`config.mk`:
```
export PLATFORM = sky130hd
export DESIGN_NAME = imucd_decoder
export DESIGN_NICKNAME = d
export VERILOG_FILES = /design/src/inc/imucd_pkg.sv /design/src/inc/imucd_stream_if.sv /design/src/hdl/imucd_decoder.sv /design/src/hdl/imucd_fifo.sv /design/src/hdl/imucd_sync2.sv
export SDC_FILE = /design/constraint.sdc
export NUM_CORES = 1
export LEC_CHECK = 0
export ABC_AREA = 1
export BUFFER_PORTS_ARGS = -buffer_cell sky130_fd_sc_hd__clkbuf_2
export CORE_UTILIZATION = 41
export DETAILED_ROUTE_END_ITERATION = 8
export PLACE_DENSITY = 0.55
export SLEW_MARGIN = 20
export SYNTH_ARGS = -nofsm -noshare
export SYNTH_HDL_FRONTEND = slang
export SYNTH_SLANG_ARGS = --single-unit
```
`constraint.sdc`:
```
create_clock -name ref_clk -period 7.95 [get_ports ref_clk]
set_input_delay 0.3975 -clock ref_clk [delete_from_list [all_inputs] [get_ports ref_clk]]
set_output_delay 0.3975 -clock ref_clk [all_outputs]
set_load 0.005 [all_outputs]
```
`src/inc/imucd_pkg.sv`:
```
// constants shared by the streaming-mode command decoder
// assumes 8-bit received characters and one device clock
package imucd_pkg;

    // character codes of the command set
    localparam logic [7:0] CHAR_CR = 8'h0d;
    localparam logic [7:0] CHAR_SP = 8'h20;
    localparam logic [7:0] CHAR_PART = 8'h4e;
    localparam logic [7:0] CHAR_SERIAL = 8'h49;
    localparam logic [7:0] CHAR_CONFIG = 8'h43;
    localparam logic [7:0] CHAR_BIAS = 8'h54;
    localparam logic [7:0] CHAR_EXTERR = 8'h45;
    localparam logic [7:0] CHAR_RESET = 8'h52;
    localparam logic [7:0] CHAR_DIGIT0 = 8'h30;
    localparam logic [7:0] CHAR_DIGIT9 = 8'h39;

    // maintenance session entry word, first character in the top byte
    localparam int SESS_WORD_LEN = 11;
    localparam logic [87:0] SESS_WORD = 88'h5345_5256_4943_454d_4f44_45;

    // unit address range and saturation value of the address accumulator
    localparam logic [8:0] ADDR_MAX = 9'h0ff;
    localparam logic [8:0] ADDR_SAT = 9'h100;
    localparam logic [11:0] ADDR_RADIX = 12'h00a;

    // datagram kinds handed to the transmitter
    localparam logic [2:0] KIND_NORMAL = 3'h0;
    localparam logic [2:0] KIND_PART = 3'h1;
    localparam logic [2:0] KIND_SERIAL = 3'h2;
    localparam logic [2:0] KIND_CONFIG = 3'h3;
    localparam logic [2:0] KIND_BIAS = 3'h4;
    localparam logic [2:0] KIND_EXTERR = 3'h5;

    // pending request bit positions
    localparam int PEND_PART = 0;
    localparam int PEND_SERIAL = 1;
    localparam int PEND_CONFIG = 2;
    localparam int PEND_BIAS = 3;
    localparam int PEND_EXTERR = 4;
    localparam int PEND_NUM = 5;

    // receive path
    localparam int CHAR_WIDTH = 8;
    localparam int RX_FIFO_DEPTH = 16;

    // one datagram transmission time, in device clock cycles
    localparam int DGRAM_CYCLES = 1000;

endpackage

```
`src/inc/imucd_stream_if.sv`:
```
// valid/ready character stream between the decoder's own modules
// assumes source and sink share one clock
`timescale 1ns/10ps
interface imucd_stream_if #(
    parameter int WIDTH = 8
);
    logic valid;
    logic ready;
    logic [WIDTH-1:0] data;

    modport src (output valid, output data, input ready);
    modport snk (input valid, input data, output ready);
endinterface

```
`src/hdl/imucd_decoder.sv`:
```
// streaming-mode command decoder of an inertial measurement unit
// assumes a byte receiver and the datagram transmitter on ref_clk;
// external_sample_trigger arrives asynchronously from a pin
`timescale 1ns/10ps
module imucd_decoder #(
    parameter int FIFO_DEPTH = imucd_pkg::RX_FIFO_DEPTH,
    parameter int DGRAM_CYCLES = imucd_pkg::DGRAM_CYCLES
) (
    input wire logic ref_clk,
    input wire logic rstn,
    input wire logic ce,
    input wire logic [7:0] rx_data,
    input wire logic rx_valid,
    output logic rx_ready,
    input wire logic [7:0] unit_address,
    input wire logic slot_tick,
    input wire logic trigger_mode,
    input wire logic external_sample_trigger,
    input wire logic tx_busy,
    input wire logic tx_done,
    input wire logic session_end,
    output logic dgram_start,
    output logic [2:0] dgram_kind,
    output logic clear_errors,
    output logic unit_reset,
    output logic session_enter,
    output logic listing_start,
    output logic streaming,
    output logic muted
);
    localparam int DW = $clog2(DGRAM_CYCLES + 1);
    localparam logic [DW-1:0] DELAY_LAST = DW'(DGRAM_CYCLES - 1);
    localparam logic [4:0] LEN_WORD = 5'(imucd_pkg::SESS_WORD_LEN);
    localparam logic [4:0] LEN_SAT = 5'h1f;

    typedef enum logic [2:0] {
        IMUCD_STREAM,
        IMUCD_WAIT_IDLE,
        IMUCD_ADDR_DELAY,
        IMUCD_SESSION,
        IMUCD_MUTED
    } imucd_state_type;

    imucd_state_type state_reg;

    imucd_stream_if #(.WIDTH(imucd_pkg::CHAR_WIDTH)) rx_in ();
    imucd_stream_if #(.WIDTH(imucd_pkg::CHAR_WIDTH)) rx_out ();

    assign rx_in.valid = rx_valid;
    assign rx_in.data = rx_data;
    assign rx_ready = rx_in.ready;

    imucd_fifo #(
        .WIDTH(imucd_pkg::CHAR_WIDTH),
        .DEPTH(FIFO_DEPTH)
    ) u_fifo (
        .ref_clk(ref_clk),
        .rstn(rstn),
        .ce(ce),
        .wr(rx_in),
        .rd(rx_out)
    );

    logic trig_sync;
    logic trig_prev_reg;

    imucd_sync2 u_trig_sync (
        .ref_clk(ref_clk),
        .rstn(rstn),
        .ce(ce),
        .d(external_sample_trigger),
        .q(trig_sync)
    );

    // characters are held back while a mode change is waiting
    logic take_en;
    logic char_take;
    logic [7:0] ch;
    assign take_en = (state_reg != IMUCD_WAIT_IDLE) && (state_reg != IMUCD_ADDR_DELAY);
    assign rx_out.ready = take_en;
    assign char_take = rx_out.valid && take_en;
    assign ch = rx_out.data;

    // characters in the session and muted states are dropped unread
    logic decode_char;
    logic is_cr;
    logic is_digit;
    logic [7:0] word_char;
    assign decode_char = char_take && (state_reg == IMUCD_STREAM);
    assign is_cr = ch == imucd_pkg::CHAR_CR;
    assign is_digit = (ch >= imucd_pkg::CHAR_DIGIT0) && (ch <= imucd_pkg::CHAR_DIGIT9);

    // parser state
    logic [4:0] len_reg;
    logic [7:0] first_reg;
    logic word_ok_reg;
    logic sp_seen_reg;
    logic have_digit_reg;
    logic bad_reg;
    logic [8:0] addr_reg;
    logic [11:0] addr_acc;

    always_comb begin
        if (len_reg < LEN_WORD) begin
            word_char = imucd_pkg::SESS_WORD[8 * (imucd_pkg::SESS_WORD_LEN - 1 -
                        int'(len_reg)) +: 8];
        end else begin
            word_char = 8'h00;
        end
    end

    assign addr_acc = 12'(addr_reg) * imucd_pkg::ADDR_RADIX +
                      12'(ch - imucd_pkg::CHAR_DIGIT0);

    always_ff @(posedge ref_clk or negedge rstn) begin
        if (!rstn) begin
            len_reg <= 5'h00;
            first_reg <= 8'h00;
            word_ok_reg <= 1'b1;
            sp_seen_reg <= 1'b0;
            have_digit_reg <= 1'b0;
            bad_reg <= 1'b0;
            addr_reg <= 9'h000;
        end else if (ce && decode_char) begin
            if (is_cr) begin
                // every line is consumed at carriage return, matched or not
                len_reg <= 5'h00;
                word_ok_reg <= 1'b1;
                sp_seen_reg <= 1'b0;
                have_digit_reg <= 1'b0;
                bad_reg <= 1'b0;
                addr_reg <= 9'h000;
            end else begin
                if (len_reg != LEN_SAT) begin
                    len_reg <= len_reg + 5'h01;
                end
                if (len_reg == 5'h00) begin
                    first_reg <= ch;
                end
                if (!sp_seen_reg) begin
                    if (len_reg < LEN_WORD) begin
                        // case matters: only the upper-case word matches
                        word_ok_reg <= word_ok_reg && (ch == word_char);
                    end else if (len_reg == LEN_WORD && ch == imucd_pkg::CHAR_SP) begin
                        sp_seen_reg <= word_ok_reg;
                    end else begin
                        word_ok_reg <= 1'b0;
                    end
                end else if (is_digit) begin
                    have_digit_reg <= 1'b1;
                    // saturate so any large address stays out of range
                    if (addr_acc > 12'(imucd_pkg::ADDR_MAX)) begin
                        addr_reg <= imucd_pkg::ADDR_SAT;
                    end else begin
                        addr_reg <= addr_acc[8:0];
                    end
                end else begin
                    bad_reg <= 1'b1;
                end
            end
        end
    end

    // command recognition at carriage return
    logic exec;
    logic single;
    logic cmd_reset;
    logic cmd_unaddr;
    logic cmd_addr;
    logic addr_match;
    logic [imucd_pkg::PEND_NUM-1:0] req_set;
    assign exec = decode_char && is_cr;
    assign single = len_reg == 5'h01;
    assign cmd_reset = exec && single && first_reg == imucd_pkg::CHAR_RESET;
    assign cmd_unaddr = exec && word_ok_reg && !sp_seen_reg && len_reg == LEN_WORD;
    assign cmd_addr = exec && sp_seen_reg && have_digit_reg && !bad_reg &&
                      addr_reg <= imucd_pkg::ADDR_MAX;
    assign addr_match = addr_reg[7:0] == unit_address;

    always_comb begin
        req_set = '0;
        if (exec && single) begin
            req_set[imucd_pkg::PEND_PART] = first_reg == imucd_pkg::CHAR_PART;
            req_set[imucd_pkg::PEND_SERIAL] = first_reg == imucd_pkg::CHAR_SERIAL;
            req_set[imucd_pkg::PEND_CONFIG] = first_reg == imucd_pkg::CHAR_CONFIG;
            req_set[imucd_pkg::PEND_BIAS] = first_reg == imucd_pkg::CHAR_BIAS;
            req_set[imucd_pkg::PEND_EXTERR] = first_reg == imucd_pkg::CHAR_EXTERR;
        end
    end

    // datagram slot scheduling
    logic trig_rise;
    logic slot;
    logic slot_free;
    logic [imucd_pkg::PEND_NUM-1:0] pend_reg;
    logic [imucd_pkg::PEND_NUM-1:0] pend_clr;
    logic [2:0] special_kind;
    logic ext_in_flight_reg;

    assign trig_rise = trig_sync && !trig_prev_reg;
    // in trigger mode a pulse opens the slot instead of the sample clock
    assign slot = trigger_mode ? trig_rise : slot_tick;
    // a slot that meets a datagram still on the line is dropped
    assign slot_free = slot && !tx_busy && (state_reg == IMUCD_STREAM);

    always_comb begin
        pend_clr = '0;
        special_kind = imucd_pkg::KIND_NORMAL;
        if (pend_reg[imucd_pkg::PEND_PART]) begin
            pend_clr[imucd_pkg::PEND_PART] = 1'b1;
            special_kind = imucd_pkg::KIND_PART;
        end else if (pend_reg[imucd_pkg::PEND_SERIAL]) begin
            pend_clr[imucd_pkg::PEND_SERIAL] = 1'b1;
            special_kind = imucd_pkg::KIND_SERIAL;
        end else if (pend_reg[imucd_pkg::PEND_CONFIG]) begin
            pend_clr[imucd_pkg::PEND_CONFIG] = 1'b1;
            special_kind = imucd_pkg::KIND_CONFIG;
        end else if (pend_reg[imucd_pkg::PEND_BIAS]) begin
            pend_clr[imucd_pkg::PEND_BIAS] = 1'b1;
            special_kind = imucd_pkg::KIND_BIAS;
        end else if (pend_reg[imucd_pkg::PEND_EXTERR]) begin
            pend_clr[imucd_pkg::PEND_EXTERR] = 1'b1;
            special_kind = imucd_pkg::KIND_EXTERR;
        end
        if (!slot_free) begin
            pend_clr = '0;
        end
    end

    always_ff @(posedge ref_clk or negedge rstn) begin
        if (!rstn) begin
            trig_prev_reg <= 1'b0;
        end else if (ce) begin
            trig_prev_reg <= trig_sync;
        end
    end

    // a new request wins over the clear of the same bit
    always_ff @(posedge ref_clk or negedge rstn) begin
        if (!rstn) begin
            pend_reg <= '0;
        end else if (ce) begin
            pend_reg <= (pend_reg & ~pend_clr) | req_set;
        end
    end

    // one datagram per free slot, special ones first
    always_ff @(posedge ref_clk or negedge rstn) begin
        if (!rstn) begin
            dgram_start <= 1'b0;
            dgram_kind <= imucd_pkg::KIND_NORMAL;
        end else if (ce) begin
            dgram_start <= slot_free;
            if (slot_free) begin
                dgram_kind <= special_kind;
            end
        end
    end

    // error registers are cleared once the extended error datagram ends
    always_ff @(posedge ref_clk or negedge rstn) begin
        if (!rstn) begin
            ext_in_flight_reg <= 1'b0;
            clear_errors <= 1'b0;
        end else if (ce) begin
            clear_errors <= tx_done && ext_in_flight_reg;
            if (slot_free && special_kind == imucd_pkg::KIND_EXTERR) begin
                ext_in_flight_reg <= 1'b1;
            end else if (tx_done) begin
                ext_in_flight_reg <= 1'b0;
            end
        end
    end

    always_ff @(posedge ref_clk or negedge rstn) begin
        if (!rstn) begin
            unit_reset <= 1'b0;
        end else if (ce) begin
            unit_reset <= cmd_reset;
        end
    end

    // mode control
    logic addressed_reg;
    logic [DW-1:0] delay_reg;
    logic enter_now;

    assign enter_now = (state_reg == IMUCD_WAIT_IDLE && !tx_busy && !addressed_reg) ||
                       (state_reg == IMUCD_ADDR_DELAY && delay_reg == DELAY_LAST);

    always_ff @(posedge ref_clk or negedge rstn) begin
        if (!rstn) begin
            state_reg <= IMUCD_STREAM;
            addressed_reg <= 1'b0;
            delay_reg <= '0;
        end else if (ce) begin
            case (state_reg)
                IMUCD_STREAM: begin
                    if (cmd_unaddr) begin
                        addressed_reg <= 1'b0;
                        state_reg <= IMUCD_WAIT_IDLE;
                    end else if (cmd_addr && addr_match) begin
                        addressed_reg <= 1'b1;
                        state_reg <= IMUCD_WAIT_IDLE;
                    end else if (cmd_addr) begin
                        state_reg <= IMUCD_MUTED;
                    end
                end
                IMUCD_WAIT_IDLE: begin
                    // the datagram on the line is completed first
                    if (!tx_busy) begin
                        delay_reg <= '0;
                        state_reg <= addressed_reg ? IMUCD_ADDR_DELAY : IMUCD_SESSION;
                    end
                end
                IMUCD_ADDR_DELAY: begin
                    // one datagram time lets other units finish
                    delay_reg <= delay_reg + 1'b1;
                    if (delay_reg == DELAY_LAST) begin
                        state_reg <= IMUCD_SESSION;
                    end
                end
                IMUCD_SESSION: begin
                    if (session_end) begin
                        state_reg <= IMUCD_STREAM;
                    end
                end
                IMUCD_MUTED: begin
                    // resume silently, the exit is not answered
                    if (session_end) begin
                        state_reg <= IMUCD_STREAM;
                    end
                end
                default: begin
                    state_reg <= IMUCD_STREAM;
                end
            endcase
        end
    end

    always_ff @(posedge ref_clk or negedge rstn) begin
        if (!rstn) begin
            session_enter <= 1'b0;
            listing_start <= 1'b0;
        end else if (ce) begin
            session_enter <= enter_now;
            listing_start <= enter_now;
        end
    end

    always_ff @(posedge ref_clk or negedge rstn) begin
        if (!rstn) begin
            streaming <= 1'b1;
            muted <= 1'b0;
        end else if (ce) begin
            streaming <= (state_reg == IMUCD_STREAM) && !cmd_unaddr && !cmd_addr;
            muted <= (state_reg == IMUCD_MUTED) ? !session_end :
                     (state_reg == IMUCD_STREAM && cmd_addr && !addr_match);
        end
    end
endmodule

```
`src/hdl/imucd_fifo.sv`:
```
// receive character fifo with registered read data
// assumes writer and reader on ref_clk; capacity is DEPTH plus the output word
`timescale 1ns/10ps
module imucd_fifo #(
    parameter int WIDTH = 8,
    parameter int DEPTH = 16
) (
    input wire logic ref_clk,
    input wire logic rstn,
    input wire logic ce,
    imucd_stream_if.snk wr,
    imucd_stream_if.src rd
);
    localparam int AW = $clog2(DEPTH);
    localparam logic [AW:0] DEPTH_CNT = (AW + 1)'(DEPTH);

    logic [WIDTH-1:0] mem [DEPTH];
    logic [AW-1:0] wptr_reg;
    logic [AW-1:0] rptr_reg;
    logic [AW:0] cnt_reg;
    logic [AW:0] cnt_next;
    logic in_ready_reg;
    logic out_valid_reg;
    logic [WIDTH-1:0] out_data_reg;
    logic push;
    logic pop;

    assign wr.ready = in_ready_reg;
    assign rd.valid = out_valid_reg;
    assign rd.data = out_data_reg;
    assign push = wr.valid && in_ready_reg;
    // move a word to the output register when it is empty or being taken
    assign pop = (cnt_reg != '0) && (!out_valid_reg || rd.ready);
    assign cnt_next = cnt_reg + (AW + 1)'(push) - (AW + 1)'(pop);

    always_ff @(posedge ref_clk) begin
        if (ce && push) begin
            mem[wptr_reg] <= wr.data;
        end
    end

    always_ff @(posedge ref_clk or negedge rstn) begin
        if (!rstn) begin
            wptr_reg <= '0;
            rptr_reg <= '0;
            cnt_reg <= '0;
            in_ready_reg <= 1'b0;
        end else if (ce) begin
            if (push) begin
                wptr_reg <= wptr_reg + 1'b1;
            end
            if (pop) begin
                rptr_reg <= rptr_reg + 1'b1;
            end
            cnt_reg <= cnt_next;
            in_ready_reg <= cnt_next < DEPTH_CNT;
        end
    end

    always_ff @(posedge ref_clk or negedge rstn) begin
        if (!rstn) begin
            out_valid_reg <= 1'b0;
            out_data_reg <= '0;
        end else if (ce) begin
            if (pop) begin
                out_valid_reg <= 1'b1;
                out_data_reg <= mem[rptr_reg];
            end else if (rd.ready) begin
                out_valid_reg <= 1'b0;
            end
        end
    end
endmodule

```
`src/hdl/imucd_sync2.sv`:
```
// two-stage synchroniser for a level arriving from a pin
// assumes the input may change at any time relative to ref_clk
`timescale 1ns/10ps
module imucd_sync2 (
    input wire logic ref_clk,
    input wire logic rstn,
    input wire logic ce,
    input wire logic d,
    output logic q
);
    logic meta_reg;

    // first stage feeds only the second
    always_ff @(posedge ref_clk or negedge rstn) begin
        if (!rstn) begin
            meta_reg <= 1'b0;
            q <= 1'b0;
        end else if (ce) begin
            meta_reg <= d;
            q <= meta_reg;
        end
    end
endmodule

```
==> flow_summary.json, run 1 <==
{
  "place_worst_setup_slack_ns": 4.447,
  "fmax_mhz": 287.3,
  "drt-total-wl_microns": 23820,
  "setup_tns_ns": 0,
  "netlist-cell-type-count": 55,
  "drive_above_1_share": 0.1286,
  "detailedRoute.firstPassIterationCount": 5,
  "power_density_nw_per_um2": 325.4,
  "syn2layout_area_growth_pct": 11.47,
  "fin_cells": 1434,
  "holdCritPathClass": "in -> reg",
  "pin_count": 37,
  "synth_seq_cells": 209,
  "vdd_drop_max_mv": 0.1986,
  "antenna_cells": 0,
  "final_common_cell": "nand2_1",
  "p_total_mw": 3.817,
  "crit_type": "reg -> reg",
  "cts_sinks": 209,
  "tightest_slew_ns": 1.123,
  "die_area_sq_um": 26310,
  "antenna_found_initial": 0,
  "drtIter0Drc": 523,
  "row_count": 58,
  "core-area_sq_um": 25180,
  "period_share": 0.4378,
  "setup_slack_ns": 4.469,
  "avgRoutedWirePerCell_microns": 16.61,
  "postCtsSetupRepairBufs": 0,
  "rsz0062_at_grt": "no",
  "slew_headroom": 0.2506,
  "die_w_microns": 162.2,
  "cts_buffer_depth": 3,
  "hold_buffers": 1,
  "fin_area_sq_um": 11730,
  "whs_ns": 0.1033,
  "first_global_vias": 7264,
  "cap_violations": 0,
  "grt_usage": 0.1869,
  "cp.arrival_ns": 3.87,
  "clk_pin_slew_ns": 0.06,
  "post-route-util": 0.4659,
  "placed_cells": 1393,
  "crit_fanout": 9,
  "syn_area_per_cell_sq_um": 9.966,
  "die_height_microns": 162.2,
  "cts_tree": "built",
  "grt_pass1_wl_microns": 38450,
  "skew_ns": 0.01604,
  "hold_viol_final": 0,
  "portBuffers": 36,
  "syn_inst": 1056,
  "overflow": 0,
  "critPathLaunchType": "flop",
  "start_util": 0.4179,
  "synth_nets": 1128,
  "drc_errors": 0,
  "syn-cell-area_sq_um": 10520,
  "clock_latency_ns": 0.52,
  "min_period_ns": 3.481,
  "required_ns": 8.34,
  "status": "completed",
  "place_area_sq_um": 11000,
  "setup_violations": 0,
  "route.vias.total": 7484,
  "vias_per_cell": 5.219,
  "p_leak_nw": 4.815,
  "cts_root_buf": "clkbuf_16",
  "gp_congestion": 0.8878,
  "yosysSeqAreaShare": 0.5581,
  "final_nets": 1161,
  "drv_slew": 0,
  "htreeDepth": 1,
  "antenna_left": 0,
  "dpl.hpwl_microns": 15430,
  "num-fill-cells": 2385,
  "cts_resized": 0,
  "yosys_warnings": 0,
  "worstSetupEndpointType": "flop",
  "cts_buffers": 23,
  "largest_reg_flops": 128,
  "r2r_slack_ns": 4.47,
  "final_cell_mix": "nand2_1 (179), edfxtp_1 (128), nor2_1 (123)",
  "grt_max_degree": 69
}
[worst max-delay path, stage by stage, from the launching register on]
cell	delay, ns
dfrtp_1	0.45
ha_1	0.31
ha_1	0.15
inv_1	0.05
fa_1	0.38
o21ai_0	0.29
nand2_1	0.08
nand2_1	0.07
a21oi_1	0.07
xnor2_1	0.13
ha_1	0.31
inv_1	0.08
nor3_1	0.23
nand3_1	0.10
nand3_1	0.11
xor2_1	0.14
nand2_1	0.23
nand2_1	0.12
nand2_1	0.05
[worst paths after layout]
check                                   startpoint              endpoint  cells past startpoint
max in group asynchronous                     rstn         listing_start                      3
min in group asynchronous                     rstn           addr_reg[7]                      2
hold reg to reg               u_trig_sync.meta_reg  u_trig_sync.meta_reg                      2
setup reg to reg                       addr_reg[1]           addr_reg[8]                     18
setup / recovery                       addr_reg[1]           addr_reg[8]                     18
hold / removal             external_sample_trigger  u_trig_sync.meta_reg                      3
[synth_stat cells, drive strengths merged]
cell type / n / area [sq um]
a21oi: 32 / 175.2
o21bai: 2 / 15.01
xnor2: 12 / 105.1
nand2: 189 / 749.5
a21o: 2 / 15.01
a31oi: 3 / 18.77
o22ai: 15 / 93.84
nor2: 132 / 551.8
dfstp: 2 / 52.55
o211ai: 14 / 105.1
o41ai: 2 / 32.53
inv: 99 / 379.1
edfxtp: 128 / 3844
or2: 8 / 50.06
dfrtp: 79 / 1977
nand3b: 2 / 18.77
o21ai: 126 / 664.4
clkinv: 1 / 3.750
nor3: 14 / 80.08
o31ai: 4 / 30.03
o21a: 2 / 15.01
nand4: 15 / 130.1
mux2i: 1 / 10.01
ha: 43 / 538.0
fa: 3 / 60.06
o221ai: 20 / 175.2
xor2: 17 / 148.9
nor4: 2 / 12.51
o32ai: 1 / 8.760
nand3: 52 / 310.3
clkbuf: 24 / 90.09
buf: 9 / 56.30
a22oi: 1 / 7.510
[layout make-up]
class	count	area (sq um)	share of cell area
clock buffers	32	650.6	0.05546
inverters	100	382.9	0.03264
well taps	330	412.9	0.03520
clock inverters	8	66.31	0.005653
multi-input cells	714	4121	0.3513
flip-flops and latches	209	5874	0.5007
repair buffers	41	222.7	0.01898
[report_power, final]
| group | switching (mW) | internal, mW |
|---|---|---|
| logic | 0.938 | 0.433 |
| clock network | 0.420 | 0.601 |
| registers | 0.140 | 1.28 |
[logic make-up (layout without fill, tap and decap cells)]
family	Yosys count	count (layout)	share of synthesized area
xor+xnor	29	29	0.02413
fa+ha+maj	46	46	0.05683
mux	1	1	0.0009512
simple gates	414	414	0.1808
buf+inv	133	181	0.05029
compound gates	224	224	0.1289
flops	209	209	0.5581
[layer usage]
layer	vias up	GRT usage	part of all wire
met1	3579	0.2590	0.48
met2	146	0.3098	0.46
met3	34	0.02451	0.042
met5	-	0	0
met4	0	0.04588	0.020
li1	3725	-	-
No activity file was read; power rests on OpenSTA's default activity.
==> run 2: changes to the inputs <==
Settings changed: ABC_AREA 1 to 0.
Clock period 7.95 ns to 3.45 ns, I/O delays scaled along.
==> run 2 against run 1 <==
The flow now finishes with violations (negative setup slack). Critical endpoint is now addr_reg[5]. Sequential power rose by 140%. Final area shrank 0.62%. Die area is 3.1% lower. Utilization grew 1.4 points. Largest cell class unchanged. Sequential share of layout area up 0.31 points. Setup slack got worse by 4.5 ns. Largest power group unchanged.
==> flow_summary.json, run 2 <==
{
  "placed_cells": 1116,
  "pin_count": 37,
  "dpl.hpwl_microns": 14920,
  "worstSetupEndpointType": "flop",
  "synth_nets": 836,
  "crit-reg2reg-launch": "addr_reg[3]",
  "gp_congestion": 0.8401,
  "synth_top_area_cell": "edfxtp_1",
  "grt_use_met2": 0.2983,
  "drtIter0Drc": 328,
  "avgRoutedWirePerCell_microns": 17.92,
  "status": "finished with violations",
  "drive_above_1_share": 0.2131,
  "crit_fanout": 8,
  "num-fill-cells": 2139,
  "cts_sinks": 209,
  "required_ns": 3.87,
  "crit_type": "reg -> reg",
  "grt_pass1_wl_microns": 34080,
  "power_density_nw_per_um2": 747.9,
  "slew_headroom": 0.3227,
  "failed_checks": "negative setup slack",
  "drv_slew": 0,
  "fin_cells": 1164,
  "use_met3": 0.02286,
  "start_util": 0.4190,
  "use_met1": 0.2137,
  "final_cell_mix": "edfxtp_1 (128), dfrtp_1 (78), nor2_1 (51)",
  "period_share": 1.018,
  "min_from": "rx_data[6]",
  "die_w_microns": 159.7,
  "syn-cell-area_sq_um": 10190,
  "netlist-cell-type-count": 70,
  "synthArstFlopShare": 0.3876,
  "first_global_vias": 6471,
  "multi_input_area_sq_um": 4101,
  "largest_reg_flops": 128,
  "hold_viol_final": 0,
  "min_period_ns": 3.513,
  "yosysMostFrequentCell": "edfxtp_1",
  "vias_per_cell": 5.387,
  "antenna_found_initial": 0,
  "setup_violations": 6,
  "grt_usage": 0.1674,
  "synth.area.top_cells": "edfxtp_1 (38%), dfrtp_1 (19%), mux4_2 (8.8%)",
  "busiest_layer": "met2",
  "skew_ns": 0.009271,
  "post-route-util": 0.4794,
  "drt-total-wl_microns": 20860,
  "clk_pin_slew_ns": 0.06,
  "rsz0062_at_grt": "yes",
  "cts_root_buf": "clkbuf_16",
  "synth-edff-count": 128,
  "antenna_left": 0,
  "grt_max_degree": 57,
  "register_area_sq_um": 5874,
  "ys.flop_type": "edfxtp_1",
  "cp.arrival_ns": 3.93,
  "portBuffers": 36,
  "yosysSeqAreaShare": 0.5764,
  "route.vias.total": 6270,
  "yosys_warnings": 0,
  "row_count": 57,
  "tightest_slew_ns": 1.008,
  "vdd_drop_max_mv": 0.4300,
  "critPathLaunchType": "flop",
  "die_height_microns": 159.7,
  "synth_top_area_frac": 0.3772,
  "final_common_cell": "edfxtp_1",
  "detailedRoute.firstPassIterationCount": 5,
  "die_area_sq_um": 25490,
  "cts_tree": "built",
  "cts_buffer_depth": 3,
  "p_leak_nw": 4.565,
  "final_nets": 897,
  "drc_errors": 0,
  "synth_commonest_cells": "edfxtp_1 (128), dfrtp_1 (79), nor2_1 (52)",
  "startpoint": "addr_reg[3]",
  "setup_slack_ns": -0.06293,
  "overflow": 0,
  "antenna_cells": 0,
  "cap_violations": 0,
  "syn_inst": 764,
  "clock_latency_ns": 0.52,
  "htreeDepth": 1,
  "core-area_sq_um": 24320,
  "syn_area_per_cell_sq_um": 13.34,
  "cts_buffers": 23,
  "syn2layout_area_growth_pct": 14.42,
  "synth_seq_cells": 209,
  "fmax_mhz": 284.7,
  "holdCritPathClass": "in -> reg"
}
## run 2: changes by cell type after synthesis, moves of 18 or more
cell / change
mux2_2: +18
inv_1: -45
nand3_1: -29
o21ai_0: -56
and2_1: +18
nand2_1: -136
mux4_2: +40
o221ai_1: -19
nor2_1: -71
xnor2_1: +21
## run 2: layer usage
layer  share of wire  vias to the layer above
met4           0.024                        0
met2            0.52                      136
met5               0                        -
li1                -                     2993
met1            0.42                     3099
met3           0.036                       42
## run 2: layout make-up
cell class,instances,share of cell area
repair buffers,67,0.03745
multi-input cells,486,0.3518
clock buffers,33,0.05344
clock inverters,7,0.006439
well taps,324,0.03477
inverters,38,0.01223
flip-flops and latches,209,0.5039
## run 2: worst max-delay path: stages (launching register included)
cell	delay, ns
dfrtp_1	0.40
ha_1	0.30
ha_2	0.19
buf_4	0.13
buf_4	0.12
a21o_1	0.15
a211oi_1	0.24
nor2_1	0.11
ha_1	0.29
nor2_1	0.21
a21oi_1	0.10
o41a_1	0.20
or4b_1	0.52
nand3_2	0.12
nand3_4	0.14
o31ai_4	0.20
## run 2: per-stage QoR
step	cell area [sq um]	TNS [ns]	worst slack [ns]	power, mW	hold WS (ns)
2_1_floorplan	10190	0	0.04037	5.583	-0.1231
3_3_place_gp	10830	-0.03471	-0.03471	6.349	0.2620
3_5_place_dp	10830	-0.9409	-0.2064	6.446	0.2740
4_1_cts	11620	0	0.009197	8.780	0.04698
5_1_grt	11660	-1.468	-0.2008	9.251	0.09459
6_report	11660	-0.1542	-0.06293	8.720	0.06748
## run 2: final timing paths
kind / slack (ns) / cells after the start / end
worst max-delay path: -0.06 / 15 / addr_reg[5]
worst min-delay path: 0.07 / 1 / u_fifo.mem[13][6]
worst max register to register: -0.06 / 15 / addr_reg[5]
worst min register to register: 0.48 / 2 / dgram_kind[2]
max in group asynchronous: 2.30 / 3 / word_ok_reg
min in group asynchronous: 0.26 / 2 / addr_reg[6]
## run 2: where the power goes
group	switching [mW]	leakage [nW]	internal, mW
Combinational	1.56	2.04	1.51
Sequential	0.398	2.19	2.96
Clock	0.946	0.338	1.34
Total	2.91	4.56	5.81
## run 2: cells by family after synthesis
kind of cell	synth area share
xor+xnor	0.04040
mux	0.1083
flops	0.5764
fa+ha+maj	0.05968
compound gates	0.08890
simple gates	0.09909
buf+inv	0.02726
## run 2: repair_timing
item                       4_1_cts  5_1_grt
cloned                           0        0
buffers inserted                 3        3
hold buffers                     3        0
pin swaps                       10       10
setup endpoints to repair        9        9
resized for setup                9        9
hold endpoints to repair        57        0
==> run 3: changes to the inputs <==
Settings changed: SYNTH_HIERARCHICAL from default to 1.
==> run 3 against run 2 <==
The flow now finishes without violations. Hold slack got worse by 0.0047 ns. Utilization rose by 0.21 points. Fmax rose by 3.2%. Total power rose by 2.4%. Via count rose by 7.6%. Sequential power rose by 3%. First-iteration DRC count rose by 8.8%. Synthesized cell count rose by 11%. Combinational power rose by 3%. Highest routed layer unchanged.
==> flow_summary.json, run 3 <==
{
  "crit_fanout": 8,
  "cts_tree": "built",
  "p_leak_nw": 4.777,
  "die_area_sq_um": 26580,
  "synth.area.top_cells": "edfxtp_1 (36%), dfrtp_1 (19%), ha_1 (5.1%)",
  "clk_pin_slew_ns": 0.06,
  "skew_ns": 0.007732,
  "grt_max_degree": 68,
  "antenna_found_initial": 0,
  "timing.critical_path.buf_inv": 1,
  "synth_seq_cells": 209,
  "cp.arrival_ns": 3.82,
  "min_from": "session_end",
  "wirelength_met1_microns": 10230,
  "antenna_cells": 0,
  "syn_area_per_cell_sq_um": 12.57,
  "row_count": 58,
  "tightest_slew_ns": 1.068,
  "drt-total-wl_microns": 22030,
  "drc_errors": 0,
  "overflow": 0,
  "gp_congestion": 0.8298,
  "drv_slew": 0,
  "cts_sinks": 209,
  "syn_inst": 846,
  "avgRoutedWirePerCell_microns": 17.67,
  "syn2layout_area_growth_pct": 14.71,
  "antenna_left": 0,
  "yosys_warnings": 6,
  "vias_per_cell": 5.412,
  "vdd_drop_max_mv": 0.4015,
  "final_nets": 974,
  "critPathMaxStageDelay_ns": 0.44,
  "cts_buffers": 23,
  "grt_pass1_wl_microns": 36020,
  "clock_latency_ns": 0.52,
  "grt_usage": 0.1702,
  "status": "completed",
  "startpoint": "addr_reg[2]",
  "fmax_mhz": 293.7,
  "num-fill-cells": 2265,
  "dpl.hpwl_microns": 14990,
  "crit_path_cell_trace": "ha_4 -> ha_4 -> a21o_1 -> a211oi_1 -> nor2_1 -> ha_1 -> or3_4 -> o2111ai_4 -> a31oi_1 -> a311oi_2 -> o21ai_1 -> buf_6 -> o31ai_1",
  "synth_commonest_cells": "edfxtp_1 (128), nand2_1 (81), dfrtp_1 (79)",
  "cap_violations": 0,
  "yosysMostFrequentCell": "edfxtp_1",
  "final_common_cell": "edfxtp_1",
  "met3_wirelength_microns": 570,
  "start_util": 0.4198,
  "setup_tns_ns": 0,
  "synth_top_area_frac": 0.3615,
  "die_w_microns": 163.0,
  "setup_violations": 0,
  "htreeDepth": 1,
  "synth_top_area_cell": "edfxtp_1",
  "final_cell_mix": "edfxtp_1 (128), nand2_1 (80), dfrtp_1 (77)",
  "portBuffers": 36,
  "min_period_ns": 3.405,
  "first_global_vias": 6834,
  "cpMaxStageDelayCell": "or3_4",
  "ys.flop_type": "edfxtp_1",
  "multi_input_area_sq_um": 4629,
  "crit_type": "reg -> reg",
  "core-area_sq_um": 25330,
  "wl_met2_microns": 10820,
  "synth_nets": 918,
  "power_density_nw_per_um2": 731.8,
  "route.vias.total": 6749,
  "dr.max_layer_used": "met4",
  "post-route-util": 0.4815,
  "die_height_microns": 163.0,
  "netlist-cell-type-count": 81,
  "synthArstFlopShare": 0.3876,
  "syn-cell-area_sq_um": 10630,
  "required_ns": 3.87,
  "cts_root_buf": "clkbuf_16",
  "synth-edff-count": 128,
  "detailedRoute.firstPassIterationCount": 4,
  "cts_buffer_depth": 3,
  "drive_above_1_share": 0.1897,
  "drtIter0Drc": 357,
  "slew_headroom": 0.2879,
  "pin_count": 37,
  "yosysSeqAreaShare": 0.5524,
  "crit-reg2reg-launch": "addr_reg[2]",
  "holdCritPathClass": "in -> reg",
  "cp_top_family": "compound AO/OA/AOI/OAI gates",
  "period_share": 0.9871,
  "hold_viol_final": 0,
  "cp_common_cell": "ha_4",
  "worstSetupEndpointType": "flop",
  "register_area_sq_um": 5876,
  "critPathLaunchType": "flop",
  "largest_reg_flops": 128
}
[run 3: power breakdown]
group          switching (mW)  internal, mW
Sequential              0.470          2.98
Combinational            1.69          1.48
Clock                   0.950          1.35
[run 3: logic make-up after synthesis]
family / count (synthesis) / share of synthesized area
AOI/OAI and AO/OA: 180 / 0.1096
xor gates and xnor gates: 34 / 0.02930
adders and majority gates: 46 / 0.05626
buffers and inverters: 73 / 0.03507
DFF: 209 / 0.5524
muxes: 62 / 0.1039
and+or+nand+nor: 242 / 0.1135
[run 3: path summary, 6_finish.rpt]
| kind | endpoint | slack [ns] | cells after the start |
|---|---|---|---|
| max | addr_reg[0] | 0.04 | 13 |
| min | muted | 0.06 | 4 |
| max reg2reg | addr_reg[0] | 0.04 | 13 |
| min reg2reg | ext_in_flight_reg | 0.47 | 2 |
| max in group asynchronous | u_fifo/rd.data[3] | 2.33 | 3 |
| min in group asynchronous | delay_reg[8] | 0.34 | 2 |
[run 3: repair_timing]
action / in CTS / in global routing
setup endpoints to repair: 8 / 9
pin swaps: 0 / 21
endpoints found under the hold margin: 67 / 0
gates cloned: 0 / 0
buffers inserted: 0 / 1
resized for setup: 3 / 38
hold buffers: 3 / 0
[run 3: layout make-up]
type / count / share of cell area
multi-input cells: 564 / 0.3796
inverters: 35 / 0.01077
well taps: 330 / 0.03386
clock buffers: 33 / 0.05191
flip-flops and latches: 209 / 0.4818
repair buffers: 69 / 0.03622
clock inverters: 7 / 0.005848
[run 3: per-stage QoR]
| stage | instance area (sq um) | hold WS (ns) | setup slack [ns] | std cells | total power [mW] |
|---|---|---|---|---|---|
| detailed placement | 11200 | 0.3765 | -0.05241 | 1203 | 6.603 |
| floorplan | 10630 | -0.1231 | 0.1819 | 846 | 5.839 |
| global route | 12200 | 0.08100 | -0.07632 | 1247 | 9.570 |
| CTS | 11960 | 0.04844 | 0.01899 | 1246 | 8.949 |
| global placement | 11200 | 0.3621 | 0.05491 | 1203 | 6.582 |
| finish | 12200 | 0.06276 | 0.04463 | 1247 | 8.925 |
[run 3: worst reg2reg max path, delay by kind of cell, from the launching register on]
kind	cells	cell delay, ns
and+or+nand+nor	2	0.52
adders and majority gates	3	0.73
DFF	1	0.43
AOI/OAI and AO/OA	7	1.46
buffers and inverters	1	0.16
[run 3: per-layer routing]
layer  GRT usage  vias up
met3     0.02209       26
met4     0.03951        0
li1            -     3321
met1      0.2238     3309
met2      0.2981       93
met5           0        -
